[src/apr_pkg.sv]
// Package for the power-mode and output-rate controller.
// Assumes one 200 MHz clock and an 8-bit register port with 6-bit addresses.
`default_nettype none

package apr_pkg;

    // ------------------------------------------------------------------
    // Register offsets
    // ------------------------------------------------------------------
    localparam logic [5:0] OFS_INACT_THRESH = 6'h25;
    localparam logic [5:0] OFS_INACT_TIME = 6'h26;
    localparam logic [5:0] OFS_RATE_CTL = 6'h2C;
    localparam logic [5:0] OFS_POWER_MODE_CONTROL = 6'h2D;
    localparam logic [5:0] OFS_MODE_STATUS = 6'h3F;

    // ------------------------------------------------------------------
    // Field positions and reset values
    // ------------------------------------------------------------------
    localparam int RATE_LSB = 0;
    localparam int LOW_POWER_BIT = 4;
    localparam int MEASURE_BIT = 3;
    localparam int AUTOSLEEP_BIT = 4;
    localparam int LINK_BIT = 5;
    localparam int STAT_MEASURE_BIT = 0;
    localparam int STAT_SLEEP_BIT = 1;
    localparam int STAT_LOW_POWER_BIT = 2;
    localparam int STAT_RATE_LSB = 4;
    localparam logic [7:0] RST_REG = 8'h00;
    localparam logic [3:0] RATE_TOP = 4'hF;
    localparam logic [3:0] SLEEP_RATE = 4'h6;

    // ------------------------------------------------------------------
    // Timing: the fastest rate (3200 Hz) sets the base sample period
    // ------------------------------------------------------------------
    localparam int CLK_PERIOD_NS = 5;
    localparam int TOP_SAMPLE_PERIOD_NS = 312500;
    localparam int TOP_SAMPLE_CYCLES = TOP_SAMPLE_PERIOD_NS / CLK_PERIOD_NS;

    // Operating modes of the sensor core.
    typedef enum logic [1:0] {
        MODE_STANDBY,
        MODE_MEASURE,
        MODE_SLEEP
    } apr_mode_type;

    // Software-visible control registers.
    typedef struct packed {
        logic [7:0] inactThresh;
        logic [7:0] inactTime;
        logic [7:0] rateCtl;
        logic [7:0] powerCtl;
    } apr_regs_type;

    // Whole state of the controller.
    typedef struct packed {
        apr_regs_type regs;
        apr_mode_type mode;
        logic [3:0] activeRate;
        logic activeLowPower;
        logic [31:0] sampleCount;
        logic sampleStrobe;
        logic [7:0] readData;
    } apr_state_type;

endpackage

`default_nettype wire

[src/apr_power_rate_ctl.sv]
// Power-mode and output-data-rate controller for a three-axis sensor core.
// Assumes synchronous register strobes and an external inactivity detector.
//
// Decided for this implementation: strobed register access.
`timescale 1ns/10ps
`default_nettype none

module apr_power_rate_ctl
    import apr_pkg::*;
#(
    parameter int unsigned BASE_CYCLES = TOP_SAMPLE_CYCLES
)
(
    input wire logic sys_clk,
    input wire logic nrst,
    input wire logic [5:0] regAddr,
    input wire logic [7:0] regWriteData,
    input wire logic regWrite,
    input wire logic regRead,
    output logic [7:0] regReadData,
    input wire logic inactivityDetected,
    input wire logic activityDetected,
    output logic [7:0] inactThreshold,
    output logic [7:0] inactTime,
    output logic measureActive,
    output logic sleepActive,
    output logic lowPowerActive,
    output logic [3:0] activeRate,
    output logic sampleStrobe,
    output logic bufferWrite
);

    // ------------------------------------------------------------------
    // State and helpers
    // ------------------------------------------------------------------
    apr_state_type s;
    apr_state_type next_s;
    logic [31:0] periodCycles;
    logic boundary;
    logic autoSleepOn;
    logic [7:0] statusByte;

    // Sample period grows by a factor of two for every step below the top code.
    assign periodCycles = BASE_CYCLES << (RATE_TOP - s.activeRate);

    // A boundary is a sample tick, or any cycle while nothing is sampling.
    assign boundary = s.sampleStrobe || (s.mode == MODE_STANDBY);

    // Autosleep needs both the sleep enable and the activity link.
    assign autoSleepOn = s.regs.powerCtl[AUTOSLEEP_BIT]
        && s.regs.powerCtl[LINK_BIT];

    // Status byte shows the live mode and the rate now in force.
    always_comb
    begin
        statusByte = 8'h00;
        statusByte[STAT_MEASURE_BIT] = (s.mode != MODE_STANDBY);
        statusByte[STAT_SLEEP_BIT] = (s.mode == MODE_SLEEP);
        statusByte[STAT_LOW_POWER_BIT] = s.activeLowPower;
        statusByte[STAT_RATE_LSB +: 4] = s.activeRate;
    end

    // ------------------------------------------------------------------
    // Next-state logic
    // ------------------------------------------------------------------
    // Register writes are taken at any time, standby included.
    // Reads answer one cycle later; unmapped addresses read as zero.
    always_comb
    begin
        next_s = s;
        next_s.sampleStrobe = 1'b0;
        if (regWrite)
        begin
            case (regAddr)
                OFS_INACT_THRESH: next_s.regs.inactThresh = regWriteData;
                OFS_INACT_TIME: next_s.regs.inactTime = regWriteData;
                OFS_RATE_CTL: next_s.regs.rateCtl = regWriteData;
                OFS_POWER_MODE_CONTROL: next_s.regs.powerCtl = regWriteData;
                default: next_s.regs = s.regs;
            endcase
        end
        if (regRead)
        begin
            case (regAddr)
                OFS_INACT_THRESH: next_s.readData = s.regs.inactThresh;
                OFS_INACT_TIME: next_s.readData = s.regs.inactTime;
                OFS_RATE_CTL: next_s.readData = s.regs.rateCtl;
                OFS_POWER_MODE_CONTROL: next_s.readData = s.regs.powerCtl;
                OFS_MODE_STATUS: next_s.readData = statusByte;
                default: next_s.readData = 8'h00;
            endcase
        end

        // Sample timer runs only outside standby; standby holds it at zero.
        if (s.mode == MODE_STANDBY)
        begin
            next_s.sampleCount = 32'h0000_0000;
        end
        else if (s.sampleCount >= periodCycles - 32'h0000_0001)
        begin
            next_s.sampleCount = 32'h0000_0000;
            next_s.sampleStrobe = 1'b1;
        end
        else
        begin
            next_s.sampleCount = s.sampleCount + 32'h0000_0001;
        end

        // Mode and rate only move on a boundary.
        if (boundary)
        begin
            case (s.mode)
                MODE_STANDBY:
                begin
                    if (s.regs.powerCtl[MEASURE_BIT])
                    begin
                        next_s.mode = MODE_MEASURE;
                        next_s.sampleCount = 32'h0000_0000;
                    end
                end
                MODE_MEASURE:
                begin
                    if (!s.regs.powerCtl[MEASURE_BIT])
                    begin
                        next_s.mode = MODE_STANDBY;
                    end
                    else if (autoSleepOn && inactivityDetected)
                    begin
                        next_s.mode = MODE_SLEEP;
                    end
                end
                MODE_SLEEP:
                begin
                    if (!s.regs.powerCtl[MEASURE_BIT])
                    begin
                        next_s.mode = MODE_STANDBY;
                    end
                    else if (!autoSleepOn || activityDetected)
                    begin
                        next_s.mode = MODE_MEASURE;
                    end
                end
                default: next_s.mode = MODE_STANDBY;
            endcase

            // Sleep forces the slow rate; otherwise the written code applies.
            if (next_s.mode == MODE_SLEEP)
            begin
                next_s.activeRate = SLEEP_RATE;
                next_s.activeLowPower = 1'b0;
            end
            else
            begin
                next_s.activeRate = s.regs.rateCtl[RATE_LSB +: 4];
                next_s.activeLowPower = (next_s.mode == MODE_MEASURE)
                    && s.regs.rateCtl[LOW_POWER_BIT];
            end
        end
    end

    // ------------------------------------------------------------------
    // State register
    // ------------------------------------------------------------------
    // Power-up lands in standby with every control cleared.
    always_ff @(posedge sys_clk or negedge nrst)
    begin
        if (!nrst)
        begin
            s.regs.inactThresh <= RST_REG;
            s.regs.inactTime <= RST_REG;
            s.regs.rateCtl <= RST_REG;
            s.regs.powerCtl <= RST_REG;
            s.mode <= MODE_STANDBY;
            s.activeRate <= 4'h0;
            s.activeLowPower <= 1'b0;
            s.sampleCount <= 32'h0000_0000;
            s.sampleStrobe <= 1'b0;
            s.readData <= 8'h00;
        end
        else
        begin
            s <= next_s;
        end
    end

    // ------------------------------------------------------------------
    // Outputs
    // ------------------------------------------------------------------
    // The buffer only takes samples while measuring; standby never clears it.
    assign regReadData = s.readData;
    assign inactThreshold = s.regs.inactThresh;
    assign inactTime = s.regs.inactTime;
    assign measureActive = (s.mode != MODE_STANDBY);
    assign sleepActive = (s.mode == MODE_SLEEP);
    assign lowPowerActive = s.activeLowPower;
    assign activeRate = s.activeRate;
    assign sampleStrobe = s.sampleStrobe;
    assign bufferWrite = s.sampleStrobe && (s.mode != MODE_STANDBY);
endmodule

`default_nettype wire

[config.mk]
export PLATFORM = sky130hd
export DESIGN_NAME = apr_power_rate_ctl
export DESIGN_NICKNAME = d
export VERILOG_FILES = /design/src/apr_pkg.sv /design/src/apr_power_rate_ctl.sv
export SDC_FILE = /design/constraint.sdc
export NUM_CORES = 1
export LEC_CHECK = 0
export BUFFER_PORTS_ARGS = -buffer_cell sky130_fd_sc_hd__buf_4
export CAP_MARGIN = 20
export CORE_ASPECT_RATIO = 0.7
export CORE_MARGIN = 5
export CORE_UTILIZATION = 55
export CTS_CLUSTER_DIAMETER = 120
export DETAILED_ROUTE_END_ITERATION = 10
export GPL_ROUTABILITY_DRIVEN = 0
export PLACE_DENSITY = 0.8
export SLEW_MARGIN = 15
export SYNTH_ARGS = -nofsm -noshare
export SYNTH_HDL_FRONTEND = slang
export SYNTH_SLANG_ARGS = --single-unit
[constraint.sdc]
create_clock -name sys_clk -period 3.7 [get_ports sys_clk]
set_input_delay 0.37 -clock sys_clk [delete_from_list [all_inputs] [get_ports sys_clk]]
set_output_delay 0.37 -clock sys_clk [all_outputs]
set_load 0.01 [all_outputs]
# Word level (Yosys, flattened, before mapping)
# Index checks and enable logic that the tools add are counted.
dict set report word_totals {
  input_bits 20
  ff_bits 80
  elab_cells 53
  out_inout_bits 33
}
dict set report classes {
  order_cmp 1
  add_sub_neg 3
  n_reduce_logical 13
  muxes 16
  n_eq_ne 9
  n_shift 1
}
# cell n
set op_table {}
lappend op_table {{$mux 32} 5}
lappend op_table {{$pmux 8 s5} 1}
lappend op_table {{$add 32x1->32 const B} 1}
lappend op_table {{$ge 32x32->1} 1}
lappend op_table {{$shl 16x4->32 const A} 1}
lappend op_table {{$sub 32x1->32 const B} 1}
lappend op_table {{$eq 6x6->1 const B} 5}
lappend op_table {{$mux 2} 6}
lappend op_table {{$reduce_and 2->1} 4}
lappend op_table {{$pmux 2 s3} 1}
lappend op_table {{$mux 5} 1}
lappend op_table {{$eq 2x1->1 const B} 2}
lappend op_table {{$eq 2x2->1 const B} 2}
lappend op_table {{$logic_and 1x1->1} 4}
lappend op_table {{$sub 4x4->4 const A} 1}
lappend op_table {{$logic_not 2->1} 1}
lappend op_table {{$logic_or 1x1->1} 2}
lappend op_table {{$mux 1} 2}
lappend op_table {{$reduce_bool 2->1} 1}
lappend op_table {{$logic_not 1->1} 1}

# Logic depth before layout (Yosys ltp)
dict set report logic_depth {
  ltp_word 10
  depth_mapped 19
  ltp_nobuf 16
}

# Least setup slack after synthesis
# Ideal clock, no wire load.
dict set report synth_timing {
  kind {register to register}
  startpoint {register, netlist name activeRate[3]}
  endpoint {register s[31] in the netlist's numbering}
  synth_period_minus_slack_ns 3.903
  path_stages_with_launch 19
  setup_ns 0.132
  t_required_ns 3.568
  path_slack_ns -0.203
  t_arrival_ns 3.771
  path_buffers 5
  cell_sequence {dfrtp_1 -> buf_4 -> buf_4 -> clkbuf_1 -> clkbuf_1 -> nand3_1 -> ha_1 -> o21ai_0 -> a211o_1 -> a21oi_1 -> nand4_1 -> xor2_1 -> ha_1 -> nand4_1 -> nor4_1 -> o31ai_1 -> nand2_1 -> clkbuf_1 -> nor2_1}
}
# item line_no
set synth_lines {}
lappend synth_lines {{to (signal assigned)} apr_power_rate_ctl.sv:182} ;# s <= next_s;
lappend synth_lines {{to (decl)} apr_power_rate_ctl.sv:36} ;# apr_state_type s;

==> run_results.csv <==
group,metric,value,unit
setup_path,arrival,4.23,ns
synth,synth.most_common_cell,"dfrtp_1",
timing,fin_hold_ws,0.288,ns
drt,detail_route.wl_per_cell,20.0,microns
power_and_ir_drop,peakVddDrop,0.351,mV
status,violations,"negative setup slack",
floorplanning,io_pins,53,
global_route,grt_pass1_wl,24200,microns
synth,syn_inst,592,
timing,finalClockSkew,0.00768,ns
clocking,cts.clk_slew.worst_paths,0.07,ns
timing,slew_headroom,0.345,
setup_path,critical_path_class,"register to register",
timing,fin_tns_setup,-7.62,ns
flow_run,cap_violations,0,
synth,syn_area,5590,sq um
synth,yosysTopAreaCell,"dfrtp_1",
status,status,"finished with violations",
floorplanning,initial_core_util,0.570,
power_and_ir_drop,p_total,4.97,mW
setup_path,critical_path.max_fanout,7,
setup_path,start_kind,"register",
setup_path,crit_slowest_cell,"mux4_2",
clocking,clk_path_buf_depth,2,
power_and_ir_drop,leakage,3.15,nW
power_and_ir_drop,p_per_area,726,nW/um^2
timing,worstMarginPinSlew,0.974,ns
global_route,antenna_found_initial,0,
clocking,cts_tree,"done",
setup_path,r2r_end,"s[11]$_DFF_PN0_",
timing,setup_ws,-0.258,ns
setup_path,slowest_delay,0.49,ns
final_layout,diodes,0,
placed_design,dp_hpwl,10900,microns
global_route,grt_max_degree,81,
min_path,hold_path_depth,2,
placed_design,placed_cells,756,
setup_path,rrSetupSlack,-0.26,ns
global_route,gr-total-overflow,0,
setup_path,crit_path_frequent_cell,"nand4_1",
floorplanning,rows,30,
clocking,clkLatencyLatePin,0.34,ns
floorplanning,die_height,94.3,microns
timing,fin_crit,3.96,ns
global_route,track_usage,0.249,
drt,vias,4908,
setup_path,crit_chain,"inv_4 -> ha_4 -> inv_1 -> mux4_2 -> or3_4 -> a221oi_4 -> nand4_1 -> xor2_1 -> ha_1 -> nand4_1 -> buf_4 -> o211ai_1 -> a211oi_2 -> nand2_4 -> clkbuf_16 -> nor2_2",
timing,timing.fmax,253,MHz
final_layout,area_growth_syn_to_layout,22.4,%
setup_path,cp.required,3.97,ns
setup_path,crit_path_end_kind,"register",
final_layout,fin_nets,714,
synth,synth_cell_type_count,60,
placed_design,port_buffers,52,
final_layout,fin_cells,787,
setup_path,r2r_start,"activeRate[1]$_DFFE_PN0N_",
synth,synthTopCellsByCount,"dfrtp_1, nor2_1, mux2_2, ha_1, nand2_1",
clocking,cts_made_buffers,9,
synth,ys_seq_area_frac,0.358,
floorplanning,die_w,130,microns
timing,rsz0062_at_grt,"true",
synth,synth_area_leaders,"dfrtp_1, ha_1, mux2_2",
drt,final_antenna_net_count,0,
synth,syn-num-nets,652,
synth,ys_ff_latch,80,
clocking,htreeDepth,3,
clocking,cts-root-buf,"clkbuf_16",
min_path,min_path_type,"input pin to register",
synth,synth_edf_count,0,
drt,vias_per_cell,6.24,
min_path,worstHoldStart,"regWriteData[0]",
synth,yosysWarnings,0,
floorplanning,dieArea,12300,sq um
synth,syn-mean-instance-area,9.44,sq um
synth,synth_top_area_frac,0.358,
drt,drc_errors,0,
drt,first_pass_iters,5,
final_layout,fill_cells,703,
timing,final_max_slew_viol_count,0,
timing,finalCritPeriodShare,1.07,
timing,setup_viol_count_final,33,
synth,ys.flop_type,"dfrtp_1",
drt,dr.first_iter.drc_count,544,
min_path,worstHoldEndpoint,"s[56]$_DFFE_PN0P_",
synth,synthArstFlopShare,1.00,
drt,finalWirelength,15800,microns
global_route,grt_pass1_vias,4766,
timing,finalHoldViolations,0,
floorplanning,coreArea,9800,sq um
final_layout,layout-drive-gt1-share,0.332,
placed_design,pre_cts_slack,-0.245,ns
setup_path,reg2reg_depth,16,
clocking,cts_sinks,80,
[critical path: cells and delay by family (launching register included)]
| kind | cells | cell delay, ns |
|---|---|---|
| XOR/XNOR | 1 | 0.22 |
| AND/OR/NAND/NOR | 5 | 0.98 |
| multiplexers | 1 | 0.49 |
| AO/OA/AOI/OAI | 3 | 0.72 |
| buffers and inverters | 4 | 0.50 |
| adder cells (fa/ha/maj) | 2 | 0.51 |
| flip-flops | 1 | 0.47 |
[sequential cells by signal (all words and copies together), names as in the netlist]
signal and count:
s 50, inactThreshold 8, inactTime 8, regReadData 8
activeRate 4, lowPowerActive 1, sampleStrobe 1
[metrics by stage]
stage / util / cell area (sq um)
after global placement: 0.625 / 6120
after floorplan: - / 5600
final: 0.698 / 6840
after global routing: 0.698 / 6840
after CTS: 0.663 / 6490
after detailed placement: 0.625 / 6120
[power by group]
group	switching, mW	internal [mW]	total [mW]
sequential	0.114	0.976	1.09
clock	0.387	0.459	0.846
combinational	1.69	1.34	3.03
[kinds of logic after synthesis]
kind of cell,share of synthesized area
fa+ha+maj,0.0896
other cells,0.000671
flops,0.358
mux,0.0985
buf+inv,0.0629
simple gates,0.183
compound gates,0.133
xor+xnor,0.0737
[worst max-delay path by stage]
stage                                    startpoint                      to  slack (ns)  depth (start not counted)
after floorplan           activeRate[3]$_DFFE_PN0N_         s[11]$_DFF_PN0_       0.003                         19
after CTS                 activeRate[0]$_DFFE_PN0N_         s[23]$_DFF_PN0_       -0.12                         15
after global routing      activeRate[1]$_DFFE_PN0N_         s[17]$_DFF_PN0_       -0.39                         16
after global placement    activeRate[0]$_DFFE_PN0N_  sampleStrobe$_DFF_PN0_       -0.09                         14
final                     activeRate[1]$_DFFE_PN0N_         s[11]$_DFF_PN0_       -0.26                         16
after detailed placement  activeRate[0]$_DFFE_PN0N_         s[34]$_DFF_PN0_       -0.25                         16
[metal layers]
metal,GRT usage,part of all wire,vias to the layer above
li1,-,-,2231
met4,0.0651,0.019,0
met5,0,0,-
met3,0.0509,0.075,42
met1,0.355,0.43,2407
met2,0.388,0.47,228
[cell usage in the layout, fill, tap and decap left out, drive strengths merged, types with 5 or more instances in the layout]
master,synthesis,final
a21o,7,7
a21oi,35,35
a222oi,7,7
a22o,10,10
and2,6,6
and3,5,5
and4,5,5
buf,35,100
clkbuf,16,10
clkinvlp,0,5
dfrtp,80,80
ha,40,40
inv,12,14
mux2,41,41
nand2,37,37
nand2b,5,5
nand3,21,21
nand4,17,17
nor2,74,74
nor2b,8,8
nor3,9,9
o21a,7,7
o21ai,17,17
xnor2,22,22
xor2,25,25
[final cells by class]
| class | count | area (sq um) | area share |
|---|---|---|---|
| Multi-Input combinational cell | 449 | 3480 | 0.509 |
| Timing Repair Buffer | 102 | 861 | 0.126 |
| Sequential cell | 80 | 2000 | 0.293 |
| Clock buffer | 9 | 225 | 0.0329 |
| Clock inverter | 7 | 55.1 | 0.00805 |
| Inverter | 12 | 52.6 | 0.00769 |
| Tap cell | 128 | 160 | 0.0234 |
[timing repair]
| action | in CTS | in global routing |
|---|---|---|
| endpoints found under the setup margin | 33 | 33 |
| gates cloned | 1 | 1 |
| pin swaps | 3 | 16 |
| buffers inserted | 2 | 11 |
| resized for setup | 21 | 55 |
| endpoints found under the hold margin | 0 | 8 |
| hold buffers | 0 | 1 |
Note: power is estimated with default switching activity, not from simulation.
